**config.mk**
```make
export PLATFORM = sky130hd
export DESIGN_NAME = pdsf_top
export DESIGN_NICKNAME = d
export VERILOG_FILES = /design/src/rtl/pdsf_pkg.sv /design/src/rtl/pdsf_dither.sv /design/src/rtl/pdsf_top.sv
export SDC_FILE = /design/constraint.sdc
export NUM_CORES = 1
export LEC_CHECK = 0
export BUFFER_PORTS_ARGS = -buffer_cell sky130_fd_sc_hd__buf_2
export CORE_UTILIZATION = 61
export DETAILED_ROUTE_END_ITERATION = 10
export GPL_ROUTABILITY_DRIVEN = 1
export HOLD_SLACK_MARGIN = 0.1
export PLACE_DENSITY = 0.8
export SETUP_SLACK_MARGIN = 0.02
export SYNTH_ARGS = -nofsm -noshare
export SYNTH_HDL_FRONTEND = slang
export SYNTH_HIERARCHICAL = 1
export SYNTH_SLANG_ARGS = --single-unit
export TNS_END_PERCENT = 20
```
**constraint.sdc**
```tcl
create_clock -name sys_clk_in -period 8.9 [get_ports sys_clk_in]
set_input_delay 1.78 -clock sys_clk_in [delete_from_list [all_inputs] [get_ports sys_clk_in]]
set_output_delay 1.78 -clock sys_clk_in [all_outputs]
set_load 0.01 [all_outputs]
```
**src/rtl/pdsf_pkg.sv**
```systemverilog
// Package: shared constants, types and the noise table for the pixel dither and span filter
package pdsf_pkg;

  // ==========================================================================
  // Widths
  // ==========================================================================
  localparam int CHAN_W  = 8;             // Colour channel width
  localparam int NOISE_W = 7;             // Noise table entry width
  localparam int WIDE_W  = 9;             // Intermediate arithmetic width
  localparam int QOUT_W  = 6;             // Widest dithered output
  localparam int COORD_W = 12;            // Pixel coordinate width
  localparam int TILE_W  = 5;             // Log2 of the noise tile edge

  // ==========================================================================
  // Quantization limits and channel phases
  // ==========================================================================
  localparam logic [2:0] QUANT_MIN = 3'h2;   // Fewest output bits
  localparam logic [2:0] QUANT_MAX = 3'h6;   // Most output bits
  localparam logic [TILE_W-1:0] PHASE_R = 5'h00;  // Red / V column phase
  localparam logic [TILE_W-1:0] PHASE_G = 5'h08;  // Green / Y column phase
  localparam logic [TILE_W-1:0] PHASE_B = 5'h10;  // Blue / U column phase

  // ==========================================================================
  // Saturation limits of the sharpening path
  // ==========================================================================
  localparam logic [WIDE_W-1:0] SAT_LOW  = 9'h000;  // Underflow floor
  localparam logic [WIDE_W-1:0] SAT_HIGH = 9'h1ff;  // Overflow ceiling

  // ==========================================================================
  // Types
  // ==========================================================================
  typedef enum logic [1:0] {
    FILT_NONE,
    FILT_SMOOTH,
    FILT_SHARP
  } pdsf_filt_t;

  typedef struct packed {
    logic [CHAN_W-1:0]  red;        // Red / V
    logic [CHAN_W-1:0]  green;      // Green / Y, the filtered channel
    logic [CHAN_W-1:0]  blue;       // Blue / U
    logic [COORD_W-1:0] x;          // Destination column
    logic [COORD_W-1:0] y;          // Destination row
    logic               span_first; // First pixel of the window span
    logic               span_last;  // Last pixel of the window span
    logic               edge_hold;  // Edge of the other span, also bypassed
  } pdsf_pix_t;

  typedef struct packed {
    logic [QOUT_W-1:0]  red;        // Dithered, low aligned
    logic [QOUT_W-1:0]  green;
    logic [QOUT_W-1:0]  blue;
    logic [COORD_W-1:0] x;
    logic [COORD_W-1:0] y;
  } pdsf_out_t;

  // ==========================================================================
  // Noise table: ordered pattern on a 32 by 32 tile, top seven bits kept
  // ==========================================================================
  function automatic logic [NOISE_W-1:0] noise_lookup(
    input logic [TILE_W-1:0] row,
    input logic [TILE_W-1:0] col
  );
    logic [2*TILE_W-1:0] acc;
    acc = '0;
    for (int i = 0; i < TILE_W; i++) begin
      acc[2*(TILE_W-1-i)+1] = row[i] ^ col[i];
      acc[2*(TILE_W-1-i)]   = row[i];
    end
    return acc[2*TILE_W-1 -: NOISE_W];
  endfunction

endpackage : pdsf_pkg

```
**src/rtl/pdsf_dither.sv**
```systemverilog
// Module: one channel of the ordered dither, purely combinational
module pdsf_dither (
  input  wire logic [pdsf_pkg::CHAN_W-1:0]  chan_in,   // Channel value
  input  wire logic [pdsf_pkg::NOISE_W-1:0] noise_in,  // Table entry
  input  wire logic [2:0]                   quant_in,  // Output bits, 2..6
  output logic      [pdsf_pkg::QOUT_W-1:0]  chan_out   // Dithered, low aligned
);

  // ==========================================================================
  // Scale, add noise, keep the top bits
  // ==========================================================================
  logic [pdsf_pkg::WIDE_W-1:0] wide;    // Input with zero appended
  logic [pdsf_pkg::WIDE_W-1:0] scaled;  // Range limited input
  logic [pdsf_pkg::WIDE_W-1:0] summed;  // Noise addition result
  logic [2:0]                  nshift;  // Noise shift, n minus 2

  // Range limit keeps every sum below 512, so nothing wraps at nine bits
  always_comb begin
    wide     = {chan_in, 1'b0};
    scaled   = wide - (wide >> quant_in);
    nshift   = quant_in - pdsf_pkg::QUANT_MIN;
    summed   = scaled + {2'b00, noise_in >> nshift};
    chan_out = pdsf_pkg::QOUT_W'(summed >> (4'd9 - {1'b0, quant_in}));
  end

endmodule // pdsf_dither

```
**src/rtl/pdsf_top.sv**
```systemverilog
// Module: three-pixel window, luma filters and dither stage of the scaled copy path

module pdsf_top (
  input  wire logic                 sys_clk_in,   // Core clock, 100 MHz
  input  wire logic                 nrst_in,      // Asynchronous reset, low
  input  wire pdsf_pkg::pdsf_pix_t  pix_in,       // Incoming pixel
  input  wire logic                 pix_valid_in, // Pixel offered
  output logic                      pix_ready_out,// Pixel taken if offered
  input  wire pdsf_pkg::pdsf_filt_t filt_in,      // Filter for this operation
  input  wire logic [2:0]           quant_in,     // Output bits for operation
  input  wire logic                 dith_en_in,   // Dither on, else top bits
  output pdsf_pkg::pdsf_out_t       res_out,      // Result pixel
  output logic                      res_valid_out,// Result held
  input  wire logic                 res_ready_in  // Writer accepts result
);

  // ==========================================================================
  // Window state: left neighbour and centre pixel
  // ==========================================================================
  pdsf_pkg::pdsf_pix_t left_r,   left_nxt;    // Previous pixel of span
  pdsf_pkg::pdsf_pix_t cent_r,   cent_nxt;    // Pixel waiting for output
  logic                cvld_r,   cvld_nxt;    // Centre occupied
  pdsf_pkg::pdsf_out_t res_r,    res_nxt;     // Output register
  logic                rvld_r,   rvld_nxt;    // Output occupied

  logic                fire;                  // Centre moves to output
  logic                take;                  // Input accepted
  logic [2:0]          quant_eff;             // Quantization held in range
  logic                bypass;                // Centre passes unfiltered
  logic [9:0]          sum_lr;                // Neighbour sum
  logic signed [11:0]  sharp_raw;             // Unclamped sharpen value
  logic [8:0]          sharp_sat;             // Clamped sharpen value
  logic [8:0]          smooth_w;              // Nine-bit neighbour sum
  logic [pdsf_pkg::CHAN_W-1:0] green_f;       // Filtered green

  // ==========================================================================
  // Flow control
  // ==========================================================================
  // A last pixel needs no right neighbour, so it leaves without waiting
  // for input; this lets the span drain with no flush beat
  always_comb begin
    fire          = cvld_r && (cent_r.span_last || pix_valid_in)
                    && (!rvld_r || res_ready_in);
    pix_ready_out = !cvld_r || (fire && !cent_r.span_last);
    take          = pix_valid_in && pix_ready_out;
  end

  // ==========================================================================
  // Green channel filters
  // ==========================================================================
  // Right neighbour is the pixel being accepted in the same cycle
  always_comb begin
    bypass    = cent_r.span_first || cent_r.span_last || cent_r.edge_hold;
    sum_lr    = {2'b00, left_r.green} + {2'b00, pix_in.green};
    smooth_w  = sum_lr[8:0];
    sharp_raw = $signed({2'b00, cent_r.green, 2'b00})
                - $signed({2'b00, sum_lr});
    if (sharp_raw < 0) begin
      sharp_sat = pdsf_pkg::SAT_LOW;
    end else if (sharp_raw > 12'sd511) begin
      sharp_sat = pdsf_pkg::SAT_HIGH;
    end else begin
      sharp_sat = sharp_raw[8:0];
    end
    // Only green is touched; red and blue never see a filter
    if (bypass) begin
      green_f = cent_r.green;
    end else begin
      case (filt_in)
        pdsf_pkg::FILT_SMOOTH: green_f = smooth_w[8:1];
        pdsf_pkg::FILT_SHARP:  green_f = sharp_sat[8:1];
        default:               green_f = cent_r.green;
      endcase
    end
  end

  // ==========================================================================
  // Noise lookup, one column phase per channel
  // ==========================================================================
  // Out-of-range quantization is clamped rather than left undefined
  always_comb begin
    if (quant_in < pdsf_pkg::QUANT_MIN) begin
      quant_eff = pdsf_pkg::QUANT_MIN;
    end else if (quant_in > pdsf_pkg::QUANT_MAX) begin
      quant_eff = pdsf_pkg::QUANT_MAX;
    end else begin
      quant_eff = quant_in;
    end
  end

  localparam logic [3*pdsf_pkg::TILE_W-1:0] PHASES =
    {pdsf_pkg::PHASE_B, pdsf_pkg::PHASE_G, pdsf_pkg::PHASE_R};

  logic [3*pdsf_pkg::CHAN_W-1:0] chan_bus;   // Channels, red lowest
  logic [3*pdsf_pkg::QOUT_W-1:0] dith_bus;   // Dithered channels
  logic [3*pdsf_pkg::QOUT_W-1:0] trunc_bus;  // Plain top bits
  logic [pdsf_pkg::TILE_W-1:0]   row_idx;    // Shared table row

  assign chan_bus = {cent_r.blue, green_f, cent_r.red};
  assign row_idx  = cent_r.y[pdsf_pkg::TILE_W-1:0];

  for (genvar ch = 0; ch < 3; ch++) begin : g_chan
    logic [pdsf_pkg::TILE_W-1:0]  col_idx;   // Phased column, wraps at 32
    logic [pdsf_pkg::NOISE_W-1:0] noise;     // Table entry
    logic [pdsf_pkg::CHAN_W-1:0]  chan;      // This channel

    assign chan    = chan_bus[ch*pdsf_pkg::CHAN_W +: pdsf_pkg::CHAN_W];
    // Five-bit add gives the modulo for free, so the tile repeats
    assign col_idx = cent_r.x[pdsf_pkg::TILE_W-1:0]
                     + PHASES[ch*pdsf_pkg::TILE_W +: pdsf_pkg::TILE_W];
    assign noise   = pdsf_pkg::noise_lookup(row_idx, col_idx);
    assign trunc_bus[ch*pdsf_pkg::QOUT_W +: pdsf_pkg::QOUT_W] =
      pdsf_pkg::QOUT_W'(chan >> (4'd8 - {1'b0, quant_eff}));

    pdsf_dither u_dither (
      .chan_in  (chan),
      .noise_in (noise),
      .quant_in (quant_eff),
      .chan_out (dith_bus[ch*pdsf_pkg::QOUT_W +: pdsf_pkg::QOUT_W])
    );
  end

  // ==========================================================================
  // Next state
  // ==========================================================================
  always_comb begin
    left_nxt = left_r;
    cent_nxt = cent_r;
    cvld_nxt = cvld_r;
    res_nxt  = res_r;
    rvld_nxt = rvld_r;
    // Output register empties when the writer takes it
    if (rvld_r && res_ready_in) begin
      rvld_nxt = 1'b0;
    end
    // Centre moves to output, dithered or cut to n bits
    if (fire) begin
      rvld_nxt    = 1'b1;
      res_nxt.x   = cent_r.x;
      res_nxt.y   = cent_r.y;
      res_nxt.red   = dith_en_in ? dith_bus[5:0]   : trunc_bus[5:0];
      res_nxt.green = dith_en_in ? dith_bus[11:6]  : trunc_bus[11:6];
      res_nxt.blue  = dith_en_in ? dith_bus[17:12] : trunc_bus[17:12];
      left_nxt    = cent_r;
      cvld_nxt    = 1'b0;
    end
    // New pixel becomes the centre
    if (take) begin
      cent_nxt = pix_in;
      cvld_nxt = 1'b1;
    end
  end

  // ==========================================================================
  // Registers
  // ==========================================================================
  always_ff @(posedge sys_clk_in or negedge nrst_in) begin
    if (!nrst_in) begin
      left_r <= '0;
      cent_r <= '0;
      cvld_r <= 1'b0;
      res_r  <= '0;
      rvld_r <= 1'b0;
    end else begin
      left_r <= left_nxt;
      cent_r <= cent_nxt;
      cvld_r <= cvld_nxt;
      res_r  <= res_nxt;
      rvld_r <= rvld_nxt;
    end
  end

  assign res_out       = res_r;
  assign res_valid_out = rvld_r;

endmodule // pdsf_top

```
Word level (Yosys, flattened, before mapping)
Cells that the tools add are included.
{"block": "word_totals", "register_bits": 103, "output_inout_bits": 44, "wordCells": 87}
{"block": "classes", "add_sub_neg": 13, "order_cmp": 4, "n_eq_ne": 2, "n_shift": 12, "n_mux": 13, "bitwise": 12, "reduce_logical": 15}
{"operator": "9-bit by 7-bit adder with 9-bit output", "n": 3}
{"operator": "9-bit by 3-bit >> shifter with 9-bit output", "n": 3}
{"operator": "9-bit by 4-bit >> shifter with 6-bit output", "n": 3}
{"operator": "9-bit subtractor", "n": 3}
{"operator": "8-bit by 4-bit >> shifter with 6-bit output", "n": 3}
{"operator": "7-bit by 3-bit >> shifter with 7-bit output", "n": 3}
{"operator": "6-bit two-way mux", "n": 3}
{"operator": "9-bit two-way mux", "n": 2}
{"operator": "8-bit case mux with 2 select lines", "n": 1}
{"operator": "1-bit bitwise XOR", "n": 12}
{"operator": "11-bit by 10-bit > comparator with 1-bit output, second input constant", "n": 1}
{"operator": "11-bit by 1-bit < comparator with 1-bit output, second input constant", "n": 1}
{"operator": "10-bit by 9-bit subtractor with 11-bit output", "n": 1}
{"operator": "8-bit by 8-bit adder with 9-bit output", "n": 1}
{"operator": "8-bit two-way mux", "n": 1}
{"operator": "4-bit by 3-bit subtractor with 4-bit output, first input constant", "n": 2}
{"operator": "3-bit two-way mux", "n": 2}
{"operator": "1-bit logical AND", "n": 5}
{"operator": "1-bit logical OR", "n": 5}
{"operator": "4-bit by 1-bit adder with 4-bit output, second input constant", "n": 1}
{"operator": "4-bit adder, second input constant", "n": 1}
{"operator": "1-bit two-way mux", "n": 4}
{"operator": "2-bit nonzero test", "n": 2}
{"operator": "3-bit > comparator, second input constant", "n": 1}
{"operator": "5 further kinds", "n": 7}

Longest topological paths before layout
{"block": "logic_depth", "ltp_word": 12, "ltp_mapped": 33, "ltp_nobuf": 31}

Modules after synthesis
The synthesis kept the hierarchy.
{"mod": "pdsf_top", "instances": 1, "cells_each": 626, "area_per_inst_um2": 5918.2, "seq_area_each_um2": 2577.5}
{"mod": "pdsf_dither at g_chan[0].u_dither ...", "instances": 2, "cells_each": 203, "area_per_inst_um2": 1468.9, "seq_area_each_um2": 0.0}
{"mod": "pdsf_dither at g_chan[2].u_dither", "instances": 1, "cells_each": 191, "area_per_inst_um2": 1450.1, "seq_area_each_um2": 0.0}

Worst setup path before layout
Ideal clock, no wire load.
{"block": "synth_path", "path_kind": "input port to flip-flop", "start": "input port pix_in[35] in the netlist's numbering", "end": "register res_r, in the netlist res_out[33]", "setup_ps": 122, "arrival_time_ps": 8308, "required_time_ps": 8778, "slack_ps": 470, "path_stages": 32, "n_path_buf": 1, "path_cell_list": "ha_1 -> fa_1 -> a211oi_1 -> nor2_1 -> or2_2 -> ha_1 -> o21a_2 -> a2111oi_4 -> nor3_1 -> a311o_1 -> o221ai_1 -> o21ai_1 -> inv_1 -> buf_2 -> mux2i_1 -> nand2_1 -> o21ai_0 -> a21oi_1 -> fa_1 -> inv_1 -> ha_1 -> inv_1 -> fa_1 -> nand2b_1 -> a211oi_2 -> a21oi_1 -> xnor2_1 -> mux4_2 -> a32o_1 -> a21oi_1 -> a31oi_1 -> a32o_1"}
{"block": "synth_via", "elab_chain_len": 12, "word_cells_on_any_way": 14, "classes_between": "4 x add/sub; 2 x order compare; 3 x shift; 5 x mux"}
{"item": "start, declared", "line": "pdsf_top.sv:6", "text": "input wire pdsf_pkg::pdsf_pix_t pix_in,"}
{"item": "8-bit by 8-bit adder with 9-bit output (*)", "line": "pdsf_top.sv:54", "text": "sum_lr = {2'b00, left_r.green} + {2'b00, pix_in.green};"}
{"item": "10-bit by 9-bit subtractor with 11-bit output", "line": "pdsf_top.sv:57", "text": "- $signed({2'b00, sum_lr});"}
{"item": "11-bit by 10-bit > comparator with 1-bit output", "line": "pdsf_top.sv:60", "text": "end else if (sharp_raw > 12'sd511) begin"}
{"item": "9-bit two-way mux", "line": "pdsf_top.sv:60"}
{"item": "9-bit two-way mux", "line": "pdsf_top.sv:58", "text": "if (sharp_raw < 0) begin"}
{"item": "8-bit case mux with 2 select lines (*)", "line": "pdsf_top.sv:69", "text": "case (filt_in)"}
{"item": "8-bit two-way mux (*)", "line": "pdsf_top.sv:66", "text": "if (bypass) begin"}
{"item": "named net g_chan[1].chan, one bit", "line": "pdsf_top.sv:105", "text": "logic [pdsf_pkg::CHAN_W-1:0] chan;"}
{"item": "9-bit by 3-bit >> shifter with 9-bit output", "line": "pdsf_dither.sv:20", "text": "scaled = wide - (wide >> quant_in);"}
{"item": "9-bit subtractor (*)", "line": "pdsf_dither.sv:20"}
{"item": "9-bit by 7-bit adder with 9-bit output (*)", "line": "pdsf_dither.sv:22", "text": "summed = scaled + {2'b00, noise_in >> nshift};"}
{"item": "9-bit by 4-bit >> shifter with 6-bit output (*)", "line": "pdsf_dither.sv:23", "text": "chan_out = pdsf_pkg::QOUT_W'(summed >> (4'd9 - {1'b0, quant_in}));"}
{"item": "named net dith_bus, one bit", "line": "pdsf_top.sv:95", "text": "logic [3*pdsf_pkg::QOUT_W-1:0] dith_bus;"}
{"item": "6-bit two-way mux (*)", "line": "pdsf_top.sv:142", "text": "res_nxt.green = dith_en_in ? dith_bus[11:6] : trunc_bus[11:6];"}
{"item": "end signal, assigned", "line": "pdsf_top.sv:168", "text": "res_r <= res_nxt;"}
{"item": "end, declared", "line": "pdsf_top.sv:23", "text": "pdsf_pkg::pdsf_out_t res_r, res_nxt;"}
Mark *: on every way through the listed nets, which the timed path passes. The rest lies on a longest branch.
A chain may end at the register's enable or synchronous reset.

Final worst setup path
Ends and elaborated chain as after synthesis.

==> summary.txt <==
Status
  – Status: complete, no violations

Yosys
  – Distinct cells, synth: roughly 100
  – Compound-cell area share of the yosys netlist: 0.197
  – Post-synth ARST share: 1.00
  – Mapped Avg Cell Area: 8.43 sq um
  – Yosys reg bits: 103
  – Number of flops mapped to enable cells by yosys: 0
  – Dominant synthesized flop cell: dfrtp_1
  – Synthesized instance count: ~1200
  – Yosys top cell area share: 0.250
  – Yosys warns: 6
  – Area of the mapped netlist: 0.0103 sq mm
  – Post-synthesis mux area share: 0.143
  – Yosys top cell by area: dfrtp_1
  – Syn_nets: 1356
  – Synth Area in Simple Gates: 0.197
  – Post-Synth XOR/XNOR Area: 0.0368
  – Seq/Total Area, Yosys: 0.250
  – Synthesized-area fraction occupied by adder cells: 0.103
  – Most area-consuming cells after synthesis: dfrtp_1, nand2_1, mux2_2, ha_1, mux2i_1
  – Largest family of logic cells by synthesized area: compound AO/OA/AOI/OAI gates

Clock network
  – Post-CTS Hold Buffers: 0
  – Clock latency on the worst-skew pair: around 360 ps
  – Clk sinks: just over 100
  – Post-CTS Repair Setup Buffers: 0
  – CTS root buffer: clkbuf_16
  – Clk slew on worst S/H paths: approximately 80 ps
  – CTS tree: done
  – H-tree levels: 3
  – TritonCTS Buffers: 9
  – Bufs on Longest Clock Path: 2
  – PostCTS Resize Cnt: 0

Place
  – Placer Congestion: 0.965
  – Buffers on Ports: 104
  – DP HPWL: a little over 20000 um
  – Dpl cells: 1497

Drt
  – DRT Wirelength: between 20000 and 30000 um
  – Drt drc: 0
  – DR pass1 iterations: 5
  – Vias/cell: around 6.3
  – Routed len/inst: ~19 um
  – DR vias: 9507
  – Final antenna-violating net count: 0
  – Iteration-0 DRC Markers: 911

Critical path
  – Critical path's largest stage delay: between 500 and 600 ps
  – WP buf/inv: 2
  – Reg2reg end: res_out[33]
  – Crit path launch: pix_in[35]
  – Worst path top cell family by delay: compound AO/OA/AOI/OAI gates
  – Setup crit end kind: flip-flop
  – Startpoint types: input port
  – Slowest cell on crit path: fa_1
  – Crit path DAT: ~8800 ps
  – Worst path depth: 27
  – Worst r2r src: left_r[35]
  – Setup CP Type: input port to flip-flop
  – Most prevalent standard cell on the critical path: ha_1
  – Timing endpoint of the critical path: res_out[33]
  – Worst reg2reg setup slack: 1540 ps
  – R2R depth: 26
  – Critical path fanouts, max: 5
  – Critical path required time: 9160 ps

Timing
  – Unrepaired setup endpoints after global routing: no
  – Clock period minus final worst setup slack: 8500 ps
  – Worst slew pin tran: 1270 ps
  – TNS Setup: 0 ps
  – Endpoints failing hold: 0
  – Final setup vio count: 0
  – Max Freq: 118 MHz
  – Tcrit/Tclk final: 0.955
  – Slew Limit Headroom: 0.153
  – Skew final: roughly 13 ps
  – Pins Over Slew Limit: 0

Layout
  – N_diodes: 0
  – Number of fill cells: between 1000 and 1500
  – Area growth syn-to-layout: 8.96%
  – Proportion of layout cells with a drive suffix above 1: 0.219
  – # nets final: 1421
  – Final core utilization: 0.680
  – Post-route insts no fill: about 1500

Floorplan
  – Std cell rows: 47
  – Die Span Y: between 100 and 150 um
  – Initial core utilization: 0.624
  – Core area: about 0.017 sq mm
  – Die footprint: around 0.017 sq mm
  – Ports: between 100 and 150
  – Die Width: roughly 130 um

Global routing
  – GRT Total Usage: 0.328
  – Global-route wire length before repair: roughly 46000 um
  – Largest net degree at the start of global routing: 80
  – Met3 track demand over resource: 0.0700
  – GR Layer Usage met2: 0.509
  – GR Layer Usage met1: 0.459
  – Initial antenna violation count: 1
  – GR Overflow Total: 0
  – Vias in the first global route: between 8000 and 9000
  – GRT Max-Usage Layer: met2

Hold path
  – Worst hold-check path type: flip-flop to flip-flop

Job
  – Max-cap viol count: 0
[area by class of cell]
cell class / count / area (sq um) / area share
Multi-Input combinational cell: 953 / 7020 / 0.625
Sequential cell: 103 / 2580 / 0.230
Timing Repair Buffer: 132 / 733 / 0.0653
Inverter: 89 / 335 / 0.0299
Tap cell: 220 / 275 / 0.0245
Clock buffer: 10 / 239 / 0.0213
Clock inverter: 6 / 48.8 / 0.00435
[placed cells by master, fill, tap and decap left out, drive strengths merged, types with 6 or more instances in the layout]
cell	instances
and3	7
xnor2	21
dfrtp	103
nand2	202
clkbuf	10
o21ai	70
nor2	88
or3	7
nand2b	18
nand3	36
nand4	8
a32o	6
nor3	26
mux2i	47
o211ai	7
a211oi	18
nor2b	8
o31ai	8
a31oi	15
nor4	10
or2	9
mux2	63
fa	22
ha	50
xor2	18
buf	132
a211o	10
mux4	13
a21oi	59
clkinv	10
a221oi	8
inv	83
o21a	6
[worst register-to-register path, stage by stage, from the launching register on]
cell and delay, ps:
dfrtp_1 390, ha_1 220, fa_1 440, a211oi_2 260, nor2_1 90, or2_2 300, ha_1 310, o21a_2 180
a2111oi_4 430, nor3_1 140, a32oi_1 320, nor2b_1 180, o21bai_1 80, mux4_2 460, mux2_2 300, fa_1 580
inv_1 60, ha_1 310, a211oi_2 310, o21ai_1 120, a41o_2 340, xnor2_1 140, mux4_2 460, a32o_1 230
a21oi_1 190, a31oi_1 120, a32o_1 290
[worst min path at each step]
stage          cells after the start           to  slack (ps)        from
4_1_cts                            2  res_out[23]         470  cent_r[26]
5_1_grt                            2   res_out[4]         500   cent_r[7]
2_1_floorplan                      2  res_out[10]         430  cent_r[13]
6_report                           2   res_out[7]         460  cent_r[10]
3_3_place_gp                       2   res_out[5]         440   cent_r[8]
3_5_place_dp                       2  res_out[23]         450  cent_r[26]
[cells in the mapped netlist, types with 6 or more instances]
library cell  count
buf_4             7
buf_2            10
nand2_1         200
clkbuf_1         35
a32o_1            6
dfrtp_1         103
nand2b_1         18
or3_1             7
nor2_1           88
ha_1             50
a211oi_1         12
nor2b_1           8
nand4_1           8
and3_1            7
a221oi_1          8
a21oi_1          57
nor3_1           26
o21ai_0          60
fa_1             22
mux2i_1          47
a31oi_1          13
a211o_1           8
nand3_1          35
mux4_2           13
or2_2             7
nor4_1            8
a211oi_2          6
o21ai_1           8
xnor2_1          16
o211ai_1          6
xor2_1           18
mux2_2           62
o31ai_1           6
buf_1            16
clkinv_1          8
inv_1            80
[metrics by stage]
stage	cell area, sq um	hold slack (ps)	setup slack [ps]
3_5_place_dp	10900	447	54.8
2_1_floorplan	10300	433	470
3_3_place_gp	10900	443	187
6_report	11200	460	398
5_1_grt	11200	499	24.7
4_1_cts	11200	467	400
[sequential cells by signal, summed over array words and instances, names as in the netlist]
register       flops
cent_r            35
cvld_r             1
g_chan.chan       16
left_r             8
res_out           42
res_valid_out      1
[layer usage]
metal,part of all wire,vias up,wire [um]
li1,-,4496,-
met1,0.44,4511,12400
met2,0.45,443,12500
met3,0.092,55,2580
met4,0.021,2,581
met5,0.00046,-,13
[cell families (layout without fill, tap and decap cells)]
group	count (synthesis)	after routing
buffers and inverters	167	237
adders and majority gates	72	72
xor gates and xnor gates	39	39
DFF	103	103
AOI/OAI and AO/OA	278	278
and+or+nand+nor	441	441
muxes	123	123
Power is not shown: default switching activity piles up to over one toggle a cycle in this logic, so the estimate is an artifact.
